<file path="config.mk">
export PLATFORM = sky130hd
export DESIGN_NAME = init2_sequencer
export DESIGN_NICKNAME = d
export VERILOG_FILES = /design/src/hdl/init2_pkg.sv /design/src/hdl/init2_sequencer.sv
export SDC_FILE = /design/constraint.sdc
export NUM_CORES = 1
export LEC_CHECK = 0
export BUFFER_PORTS_ARGS = -buffer_cell sky130_fd_sc_hd__buf_4
export CAP_MARGIN = 20
export CORE_UTILIZATION = 60
export DETAILED_ROUTE_END_ITERATION = 8
export PLACE_DENSITY = 0.8
export SYNTH_ARGS = -nofsm -noshare
export SYNTH_HDL_FRONTEND = slang
export SYNTH_SLANG_ARGS = --single-unit
</file>
<file path="constraint.sdc">
create_clock -name clk_in -period 5.1 [get_ports clk_in]
set_input_delay 1.02 -clock clk_in [delete_from_list [all_inputs] [get_ports clk_in]]
set_output_delay 1.02 -clock clk_in [all_outputs]
set_load 0.005 [all_outputs]
</file>
<file path="src/hdl/init2_pkg.sv">
// ********
// Shared constants for the phase 2 sequencer
// ********
package init2_pkg;

    // ********
    // Clock and slot timing
    // ********
    localparam int  CLK_MHZ          = 250;   // Core clock rate
    localparam int  ASYNC_SLOT_NS    = 228000; // Asynchronous slot time
    // Longest slot rounds down, with no floor at one cycle
    localparam int  ASYNC_SLOT_CYC   = (ASYNC_SLOT_NS * CLK_MHZ) / 1000;

    // ********
    // Sequence geometry
    // ********
    localparam int  NIBBLE_COUNT     = 32;    // Data nibbles sent
    localparam logic [3:0] K_ASYNC   = 4'h8;  // Repeats, async mode
    localparam logic [3:0] K_SYNC    = 4'h4;  // Repeats, sync mode
    localparam logic [4:0] LAST_NIB  = 5'h1F; // Index of nibble 32

    // ********
    // Word codes on the link (10-bit)
    // ********
    localparam logic [9:0] ID_BASE   = 10'h200; // ID word plus address
    localparam logic [9:0] DATA_BASE = 10'h210; // Data word plus nibble

    // ********
    // Fixed nibble contents
    // ********
    localparam logic [3:0] PROTO_REV  = 4'h4; // Protocol revision
    localparam logic [3:0] BLOCKS_HI  = 4'h2; // Block count, high
    localparam logic [3:0] BLOCKS_LO  = 4'h0; // Block count, low
    localparam logic [3:0] TYPE_HI    = 4'h0; // Sensor type, high
    localparam logic [3:0] TYPE_LO    = 4'h1; // Sensor type, low
    localparam logic [3:0] RANGE_BASE = 4'h7; // Range code for 60g
    // Factory revision nibbles; values arbitrary
    localparam logic [7:0] FACTORY_REV = 8'h11;

    // ********
    // Register offsets
    // ********
    localparam logic [7:0] ADDR_CTRL   = 8'h00;
    localparam logic [7:0] ADDR_MAKER  = 8'h04;
    localparam logic [7:0] ADDR_SINFO  = 8'h08;
    localparam logic [7:0] ADDR_REV    = 8'h0C;
    localparam logic [7:0] ADDR_DATEL  = 8'h10;
    localparam logic [7:0] ADDR_DATEH  = 8'h14;
    localparam logic [7:0] ADDR_PCFG   = 8'h18;
    localparam logic [7:0] ADDR_SER0   = 8'h1C;
    localparam logic [7:0] ADDR_SER1   = 8'h20;
    localparam logic [7:0] ADDR_SER2   = 8'h24;
    localparam logic [7:0] ADDR_SER3   = 8'h28;
    localparam logic [7:0] ADDR_STATUS = 8'h2C;

    // ********
    // Control fields and reset values
    // ********
    localparam int  CTRL_SYNC_BIT  = 0; // Synchronous timing mode
    localparam int  CTRL_EXT_BIT   = 1; // Extended phase 2 data
    localparam int  CTRL_AXIS_LSB  = 2; // Two-bit axis field
    localparam int  CTRL_RANGE_LSB = 4; // Two-bit range field
    localparam logic [7:0] CTRL_RST = 8'h00;
    localparam logic [7:0] PCFG_RST = 8'h20; // Upper nibble nominal
    localparam logic [7:0] ZERO8    = 8'h00;

    // ********
    // Types
    // ********
    typedef enum logic [1:0] {
        ST_IDLE = 2'b00,
        ST_ID   = 2'b01,
        ST_DATA = 2'b10,
        ST_DONE = 2'b11
    } seq_state_e;

    typedef struct packed {
        logic       valid; // One-cycle strobe
        logic [9:0] word;  // Link word
    } tx_word_s;

    typedef struct packed {
        logic       offset_valid; // Raw offset is ready
        logic [9:0] offset;       // Raw offset
        logic       st_valid;     // Averaged self-test ready
        logic [9:0] st;           // Averaged self-test value
    } selftest_s;

endpackage

</file>
<file path="src/hdl/init2_sequencer.sv">
// Notes on behaviour
// - Async mode: eight repeats per nibble
// - Sync mode: four repeats per nibble
// - First nibble is protocol revision 0100
// - Nibbles two, three: block count 0010 0000
// - Nibbles six, seven: sensor type 0000 0001
// - Nibble eight encodes axis field
// - Nibble nine encodes full-scale range
// - Nibbles 15-18 carry Julian date except day[4]; day[1] fills its bit
// - Nibbles 27-31: offset and self-test when extended
// - Last nibble: primary config high nibble when extended
// - Unfinished self-test results are sent as zeros
// - Maker, sensor info, revision, serial in order
// - Each nibble: ID then data, k times
// - Start only if no programming entry
`timescale 1ns/1ps

module init2_sequencer #(
    parameter int ASYNC_SLOT = init2_pkg::ASYNC_SLOT_CYC
) (
    // Clock and reset
    input  wire logic                 clk_in,
    input  wire logic                 reset_n_in,
    // Register port
    input  wire logic [7:0]           addr_in,
    input  wire logic [7:0]           wr_data_in,
    input  wire logic                 wr_en_in,
    input  wire logic                 rd_en_in,
    output logic [7:0]                rd_data_out,
    // Phase 1 hand-off
    input  wire logic                 phase1_done_in,
    input  wire logic                 prog_entry_in,
    // Self-test results
    input  wire init2_pkg::selftest_s selftest_in,
    // Link side
    input  wire logic                 sync_pulse_in,
    output init2_pkg::tx_word_s       tx_out,
    output logic                      busy_out,
    output logic                      phase3_start_out
);

    // ************************************************************
    // Declarations
    // ************************************************************
    logic [7:0] ctrl_r;          // Mode, axis, range
    logic [7:0] maker_code_field_r;
    logic [7:0] sensor_info_config_r;
    logic [7:0] revision_config_r;
    logic [7:0] date_config_low_r;  // {month[2:0], day[4:0]}
    logic [7:0] date_config_high_r; // {month[3], year[6:0]}
    logic [7:0] primary_config_r;
    logic [7:0] serial_r [4];    // Serial bytes 0..3

    init2_pkg::seq_state_e state_r;  // Sequencer state
    init2_pkg::seq_state_e state_nxt;

    logic [4:0]  nib_r;          // Nibble index, 0 is D1
    logic [3:0]  rep_r;          // Repeat count of current nibble
    logic [16:0] slot_cnt_r;     // Async slot timer
    logic        slot_tick;      // One cycle per transmission slot

    logic        sync_mode;      // Timing mode select
    logic [3:0]  k_val;          // Repeats for active mode

    logic        last_rep;       // Final repeat of this nibble
    logic [3:0]  cur_nibble;     // Content of current nibble
    logic        start_ok;       // Phase 2 may begin

    assign sync_mode = ctrl_r[init2_pkg::CTRL_SYNC_BIT];

    // Repeat count follows the timing mode
    assign k_val = sync_mode ? init2_pkg::K_SYNC
                             : init2_pkg::K_ASYNC;
    assign last_rep = (rep_r == k_val - 4'h1);

    // Programming entry blocks the start of phase 2
    assign start_ok = phase1_done_in && !prog_entry_in;

    // ************************************************************
    // Nibble content
    // ************************************************************
    // Axis field to nibble code
    function automatic logic [3:0] axis_code(input logic [1:0] a);
        axis_code = {a, 2'b00};
    endfunction

    // Range field to nibble code, 60g upward
    function automatic logic [3:0] range_code(input logic [1:0] r);
        range_code = init2_pkg::RANGE_BASE + {2'b00, r};
    endfunction

    // Pick the byte nibble: high when hi is set
    function automatic logic [3:0] half(input logic [7:0] b,
                                        input logic       hi);
        half = hi ? b[7:4] : b[3:0];
    endfunction

    // Content per nibble index; results are gated by readiness
    always_comb begin
        logic       ext;
        logic [9:0] off;
        logic [9:0] st;
        logic [6:0] year;
        logic [3:0] month;
        logic [4:0] day;

        ext   = ctrl_r[init2_pkg::CTRL_EXT_BIT];
        // Not yet finished results go out as zeros
        off   = (ext && selftest_in.offset_valid)
                ? selftest_in.offset : 10'h000;
        st    = (ext && selftest_in.st_valid)
                ? selftest_in.st : 10'h000;
        year  = date_config_high_r[6:0];
        month = {date_config_high_r[7], date_config_low_r[7:5]};
        day   = date_config_low_r[4:0];

        case (nib_r)
            5'h00: cur_nibble = init2_pkg::PROTO_REV;
            5'h01: cur_nibble = init2_pkg::BLOCKS_HI;
            5'h02: cur_nibble = init2_pkg::BLOCKS_LO;
            5'h03: cur_nibble = half(maker_code_field_r, 1'b1);
            5'h04: cur_nibble = half(maker_code_field_r, 1'b0);
            5'h05: cur_nibble = init2_pkg::TYPE_HI;
            5'h06: cur_nibble = init2_pkg::TYPE_LO;
            5'h07: cur_nibble = axis_code(
                       ctrl_r[init2_pkg::CTRL_AXIS_LSB +: 2]);
            5'h08: cur_nibble = range_code(
                       ctrl_r[init2_pkg::CTRL_RANGE_LSB +: 2]);
            5'h09: cur_nibble = half(sensor_info_config_r, 1'b1);
            5'h0A: cur_nibble = half(sensor_info_config_r, 1'b0);
            5'h0B: cur_nibble = half(init2_pkg::FACTORY_REV, 1'b1);
            5'h0C: cur_nibble = half(init2_pkg::FACTORY_REV, 1'b0);
            5'h0D: cur_nibble = revision_config_r[3:0];
            5'h0E: cur_nibble = year[6:3];
            5'h0F: cur_nibble = {year[2:0], month[3]};
            5'h10: cur_nibble = {month[2:0], day[1]};
            5'h11: cur_nibble = day[3:0];
            5'h12: cur_nibble = half(serial_r[0], 1'b1);
            5'h13: cur_nibble = half(serial_r[0], 1'b0);
            5'h14: cur_nibble = half(serial_r[1], 1'b1);
            5'h15: cur_nibble = half(serial_r[1], 1'b0);
            5'h16: cur_nibble = half(serial_r[2], 1'b1);
            5'h17: cur_nibble = half(serial_r[2], 1'b0);
            5'h18: cur_nibble = half(serial_r[3], 1'b1);
            5'h19: cur_nibble = half(serial_r[3], 1'b0);
            5'h1A: cur_nibble = off[3:0];
            5'h1B: cur_nibble = off[7:4];
            5'h1C: cur_nibble = {st[1:0], off[9:8]};
            5'h1D: cur_nibble = st[5:2];
            5'h1E: cur_nibble = st[9:6];
            // Zero unless extended data is on
            5'h1F: cur_nibble = ext ? primary_config_r[7:4]
                                    : 4'h0;
            default: cur_nibble = 4'h0;
        endcase
    end

    // ************************************************************
    // Slot timing
    // ************************************************************
    // Async slots come from a free timer; sync slots follow the
    // receiver's pulses, so a missing pulse stalls the sequence
    assign slot_tick = sync_mode ? sync_pulse_in
                     : (slot_cnt_r == 17'(ASYNC_SLOT - 1));

    // Slot timer, restarted while idle so the first slot is full.
    // In sync mode it still runs, but nothing reads it there,
    // so a stray count cannot disturb the receiver's pacing.
    always_ff @(posedge clk_in or negedge reset_n_in) begin
        if (!reset_n_in) begin
            slot_cnt_r <= 17'h00000;
        end else if (state_r == init2_pkg::ST_IDLE || slot_tick) begin
            slot_cnt_r <= 17'h00000;
        end else begin
            slot_cnt_r <= slot_cnt_r + 17'h00001;
        end
    end

    // ************************************************************
    // Sequencer
    // ************************************************************
    // Next state: ID and data alternate on each slot.
    // DONE has no way out but reset, as phase 2 runs once
    // per power-up.
    always_comb begin
        state_nxt = state_r;
        case (state_r)
            init2_pkg::ST_IDLE: begin
                if (start_ok) begin
                    state_nxt = init2_pkg::ST_ID;
                end
            end
            init2_pkg::ST_ID: begin
                if (slot_tick) begin
                    state_nxt = init2_pkg::ST_DATA;
                end
            end
            init2_pkg::ST_DATA: begin
                if (slot_tick) begin
                    // Done after last repeat of nibble 32
                    if (last_rep && nib_r == init2_pkg::LAST_NIB) begin
                        state_nxt = init2_pkg::ST_DONE;
                    end else begin
                        state_nxt = init2_pkg::ST_ID;
                    end
                end
            end
            init2_pkg::ST_DONE: state_nxt = init2_pkg::ST_DONE;
            default: state_nxt = init2_pkg::ST_IDLE;
        endcase
    end

    // State register
    always_ff @(posedge clk_in or negedge reset_n_in) begin
        if (!reset_n_in) begin
            state_r <= init2_pkg::ST_IDLE;
        end else begin
            state_r <= state_nxt;
        end
    end

    // Nibble index and repeat count
    always_ff @(posedge clk_in or negedge reset_n_in) begin
        if (!reset_n_in) begin
            nib_r <= 5'h00;
            rep_r <= 4'h0;
        end else if (state_r == init2_pkg::ST_IDLE) begin
            nib_r <= 5'h00;
            rep_r <= 4'h0;
        end else if (state_r == init2_pkg::ST_DATA && slot_tick) begin
            if (last_rep) begin
                // Move on only after all k pairs
                rep_r <= 4'h0;
                if (nib_r != init2_pkg::LAST_NIB) begin
                    nib_r <= nib_r + 5'h01;
                end
            end else begin
                rep_r <= rep_r + 4'h1;
            end
        end
    end

    // Link word: ID carries the wrapping 4-bit address.
    // The word holds between strobes; only valid marks a
    // new transmission, so the line driver sees few toggles.
    always_ff @(posedge clk_in or negedge reset_n_in) begin
        if (!reset_n_in) begin
            tx_out <= '0;
        end else if (slot_tick && state_r == init2_pkg::ST_ID) begin
            tx_out.valid <= 1'b1;
            tx_out.word  <= init2_pkg::ID_BASE
                          + {6'h00, nib_r[3:0]};
        end else if (slot_tick && state_r == init2_pkg::ST_DATA) begin
            tx_out.valid <= 1'b1;
            tx_out.word  <= init2_pkg::DATA_BASE
                          + {6'h00, cur_nibble};
        end else begin
            tx_out.valid <= 1'b0;
        end
    end

    // Busy level and phase 3 strobe
    always_ff @(posedge clk_in or negedge reset_n_in) begin
        if (!reset_n_in) begin
            busy_out         <= 1'b0;
            phase3_start_out <= 1'b0;
        end else begin
            busy_out <= (state_nxt == init2_pkg::ST_ID
                      || state_nxt == init2_pkg::ST_DATA);
            // One pulse on the move into phase 3
            phase3_start_out <= (state_r == init2_pkg::ST_DATA
                              && state_nxt == init2_pkg::ST_DONE);
        end
    end

    // ************************************************************
    // Register port
    // ************************************************************
    // Writes; allowed at any time, taken by the next nibble read.
    // Limitation: a write during a run changes any nibble not
    // yet sent, so software should finish setup before phase 1
    // ends.
    always_ff @(posedge clk_in or negedge reset_n_in) begin
        if (!reset_n_in) begin
            ctrl_r               <= init2_pkg::CTRL_RST;
            maker_code_field_r   <= init2_pkg::ZERO8;
            sensor_info_config_r <= init2_pkg::ZERO8;
            revision_config_r    <= init2_pkg::ZERO8;
            date_config_low_r    <= init2_pkg::ZERO8;
            date_config_high_r   <= init2_pkg::ZERO8;
            primary_config_r     <= init2_pkg::PCFG_RST;
            for (int i = 0; i < 4; i++) begin
                serial_r[i] <= init2_pkg::ZERO8;
            end
        end else if (wr_en_in) begin
            case (addr_in)
                init2_pkg::ADDR_CTRL:  ctrl_r               <= wr_data_in;
                init2_pkg::ADDR_MAKER: maker_code_field_r   <= wr_data_in;
                init2_pkg::ADDR_SINFO: sensor_info_config_r <= wr_data_in;
                init2_pkg::ADDR_REV:   revision_config_r    <= wr_data_in;
                init2_pkg::ADDR_DATEL: date_config_low_r    <= wr_data_in;
                init2_pkg::ADDR_DATEH: date_config_high_r   <= wr_data_in;
                init2_pkg::ADDR_PCFG:  primary_config_r     <= wr_data_in;
                init2_pkg::ADDR_SER0:  serial_r[0]          <= wr_data_in;
                init2_pkg::ADDR_SER1:  serial_r[1]          <= wr_data_in;
                init2_pkg::ADDR_SER2:  serial_r[2]          <= wr_data_in;
                init2_pkg::ADDR_SER3:  serial_r[3]          <= wr_data_in;
                default: ; // Unmapped and status: ignored
            endcase
        end
    end

    // Reads answer one cycle later; unmapped reads give zero
    always_ff @(posedge clk_in or negedge reset_n_in) begin
        if (!reset_n_in) begin
            rd_data_out <= init2_pkg::ZERO8;
        end else if (rd_en_in) begin
            case (addr_in)
                init2_pkg::ADDR_CTRL:   rd_data_out <= ctrl_r;
                init2_pkg::ADDR_MAKER:  rd_data_out <= maker_code_field_r;
                init2_pkg::ADDR_SINFO:  rd_data_out <= sensor_info_config_r;
                init2_pkg::ADDR_REV:    rd_data_out <= revision_config_r;
                init2_pkg::ADDR_DATEL:  rd_data_out <= date_config_low_r;
                init2_pkg::ADDR_DATEH:  rd_data_out <= date_config_high_r;
                init2_pkg::ADDR_PCFG:   rd_data_out <= primary_config_r;
                init2_pkg::ADDR_SER0:   rd_data_out <= serial_r[0];
                init2_pkg::ADDR_SER1:   rd_data_out <= serial_r[1];
                init2_pkg::ADDR_SER2:   rd_data_out <= serial_r[2];
                init2_pkg::ADDR_SER3:   rd_data_out <= serial_r[3];
                // Live sequencer state for software
                init2_pkg::ADDR_STATUS: rd_data_out <=
                    {(state_r == init2_pkg::ST_DONE),
                     (state_r == init2_pkg::ST_ID
                      || state_r == init2_pkg::ST_DATA),
                     1'b0, nib_r};
                default: rd_data_out <= init2_pkg::ZERO8;
            endcase
        end else begin
            rd_data_out <= init2_pkg::ZERO8;
        end
    end

endmodule

</file>
==> impl_metrics.json <==
{
  "status": "completed",
  "fmax_ghz": 0.342,
  "p_clk_frac": 0.425,
  "worstSkewPairLatency_ns": 0.43,
  "internal-power_mw": 2.00,
  "track_usage": 0.366,
  "hold_path_end": "tx_out[9]",
  "hold_path_startpoint": "tx_out[9]",
  "crit_arrival_ns": 3.28,
  "clockRootBuffer": "clkbuf_16",
  "port-buffer-count": 61,
  "worst_slack_ns": 2.18,
  "finClkSkew_ns": 0.00861,
  "post_cts_resized": 0,
  "synth_seq_cells": 133,
  "synth_edf_count": 0,
  "cp.required_ns": 5.46,
  "overflow": 0,
  "layout_common_cells": "dfrtp_1, mux2_2, buf_4",
  "power_density_nw_per_um2": 320,
  "nNetsFinal": 799,
  "cpPeakStageDelay_ns": 0.77,
  "grt_max_degree": 134,
  "dominantRegCellSynth": "dfrtp_1",
  "async_flop_share": 1.00,
  "grt_first_pass_wirelength_um": 35000,
  "r2r_cells": 8,
  "yosys.area.top_type_share": 0.433,
  "synthTopCellsByArea": "dfrtp_1, mux2_2, a22oi_1, nor2_1, ha_1",
  "syn_area_um2": 7630,
  "syn_avg_cell_area_um2": 10.9,
  "maxCapViolCount": 0,
  "synth-seq-area-share": 0.437,
  "fin_crit_sh": 0.573,
  "drc": 0,
  "die_h_um": 115,
  "postRouteAntennaNets": 0,
  "wl_per_cell_um": 24.9,
  "rsz0062_at_grt": "false",
  "cts_made_buffers": 17,
  "cts_htree_levels": 4,
  "cts_setup_buffers": 0,
  "dp_hpwl_um": 16200,
  "synth_top_cell_by_area": "dfrtp_1",
  "cts_sinks": 133,
  "p_leak_nw": 3.86,
  "syn-instance-count": 698,
  "pre_cts_ws_ns": 1.96,
  "vias_per_cell": 6.79,
  "drive_gt1_frac": 0.297,
  "vias": 6250,
  "initial_core_util": 0.625,
  "reg2reg_to": "tx_out[0]",
  "area.growth.synth_to_final_pct": 13.7,
  "grt_antenna_before_repair": 0,
  "dr.pass1.iters": 6,
  "setup_viol_count_final": 0,
  "row_count": 40,
  "core_um2": 12200,
  "layout_commonest_cell": "dfrtp_1",
  "r2r-start": "nib_r[0]",
  "die_area_um2": 13200,
  "cts_tree": "yes",
  "critPathSlowestCell": "a2111oi_1",
  "tightest_slew_ns": 0.898,
  "cp_max_fo": 14,
  "hold_depth": 1,
  "routabilityCongestion": 1.03,
  "ios": 66,
  "drv_slew": 0,
  "slew-limit-headroom": 0.397,
  "yosysUniqueCellTypes": 82,
  "p_switching_mw": 0.777,
  "switching_share": 0.280,
  "cp-end-kind": "register",
  "final_hold_viol_count": 0,
  "start_kind": "register",
  "grt_pass1_vias": 5998,
  "period_minus_slack_ns": 2.92,
  "yosysWarningCount": 0,
  "clockBufferDepth": 2,
  "ir_drop_v": 0.000375,
  "drt_iter0_drc": 704,
  "combinationalPowerShare": 0.135,
  "crit_chain": "inv_1 -> ha_1 -> or2_2 -> nor3_1 -> a2111oi_1 -> o311ai_2 -> a31oi_1 -> a221o_1",
  "antenna_cells": 0,
  "dieWidth_um": 115,
  "wl_um": 22900,
  "setup_tns_ns": 0,
  "cts.clk_slew.worst_paths_ns": 0.06,
  "reg2reg_slack_ns": 2.18,
  "hp-class": "register to register",
  "fin_hold_ws_ns": 0.467,
  "cts-hold-fix-buffers": 0,
  "setup.worst_path.class": "register to register",
  "seqPwrFrac": 0.440
}
## synthesized netlist by cell type (all sizes together) (3+ instances only)
cell type,n
o211ai,3
a22oi,25
a22o,8
o22ai,6
ha,14
nor2b,10
a31oi,9
nor2,50
xnor2,9
nor3,11
and4,4
nand3,26
o311ai,3
a221o,3
nand4,13
nor4,5
a32o,6
clkbuf,18
and3,8
mux2,97
and4bb,4
a221oi,9
dfrtp,132
and2,4
mux2i,11
inv,19
a211oi,5
nand2b,5
o21ai,17
nand2,42
a222oi,7
buf,31
a32oi,9
a21oi,25
xor2,10
or3,5
## metrics by stage
step	std cells	power (mW)	utilization	instance area, um^2
final	920	2.78	0.710	8680
after global routing	920	2.87	0.710	8680
after CTS	919	2.79	0.710	8660
after detailed placement	888	1.61	0.663	8090
after global placement	888	1.59	0.663	8090
after floorplan	701	1.44	-	7640
## power by group through the flow
stage | sequential (mW) | combinational, mW | clock, mW
2_1_floorplan | 1.21 | 0.233 | 0
3_3_place_gp | 1.23 | 0.357 | 0
3_5_place_dp | 1.24 | 0.371 | 0
4_1_cts | 1.22 | 0.376 | 1.20
5_1_grt | 1.23 | 0.409 | 1.23
6_report | 1.22 | 0.374 | 1.18
## worst max-delay path, delay by kind of cell (launching register included)
kind / cells / cell delay [ns]
flops: 1 / 0.44
fa+ha+maj: 1 / 0.60
simple gates: 2 / 0.28
compound gates: 4 / 1.37
buf+inv: 1 / 0.15
## how the worst max path moves through the flow
stage          startpoint           end  slack [ns]  cells after the start
2_1_floorplan  addr_in[4]     ctrl_r[0]        2.72                      4
3_3_place_gp   addr_in[1]  serial_r[16]        2.05                      4
3_5_place_dp   addr_in[1]  serial_r[22]        1.96                      4
4_1_cts          nib_r[0]     tx_out[2]        2.27                      8
5_1_grt          nib_r[0]     tx_out[3]        2.15                      8
6_report         nib_r[0]     tx_out[0]        2.18                      8
## flip-flops by register name, summed over array words and instances, names as in the netlist
signal                count
tx_out                    7
date_config_low_r         8
rep_r                     4
busy_out                  1
rd_data_out               8
state_r                   2
ctrl_r                    8
nib_r                     5
date_config_high_r        8
sensor_info_config_r      8
slot_cnt_r               17
primary_config_r          8
maker_code_field_r        8
phase3_start_out          1
serial_r                 32
revision_config_r         8
## metal layers
layer / GRT usage / vias to the layer above / routed length, um
li1: - / 2704 / -
met1: 0.503 / 3120 / 9490
met2: 0.554 / 349 / 10300
met3: 0.0722 / 77 / 2020
met4: 0.189 / 0 / 1060
met5: 0 / - / 0
## final cells by class
| type | count | area [um^2] |
|---|---|---|
| Multi-Input combinational cell | 499 | 3950 |
| Fill cell | 915 | 3540 |
| Sequential cell | 133 | 3330 |
| Timing Repair Buffer | 69 | 534 |
| Clock buffer | 19 | 453 |
| Tap cell | 168 | 210 |
| Clock inverter | 12 | 120 |
| Inverter | 20 | 75.1 |
## kinds of logic (layout without fill, tap and decap cells)
kind of cell    count (synthesis)  count (layout)  synth area share
compound gates                152             152             0.152
simple gates                  202             202             0.160
buf+inv                        69             120            0.0477
other cells                     1               4          0.000492
xor+xnor                       19              19            0.0218
flops                         133             133             0.437
fa+ha+maj                      14              14            0.0230
mux                           108             108             0.159
(Power assumes the default switching activity.)
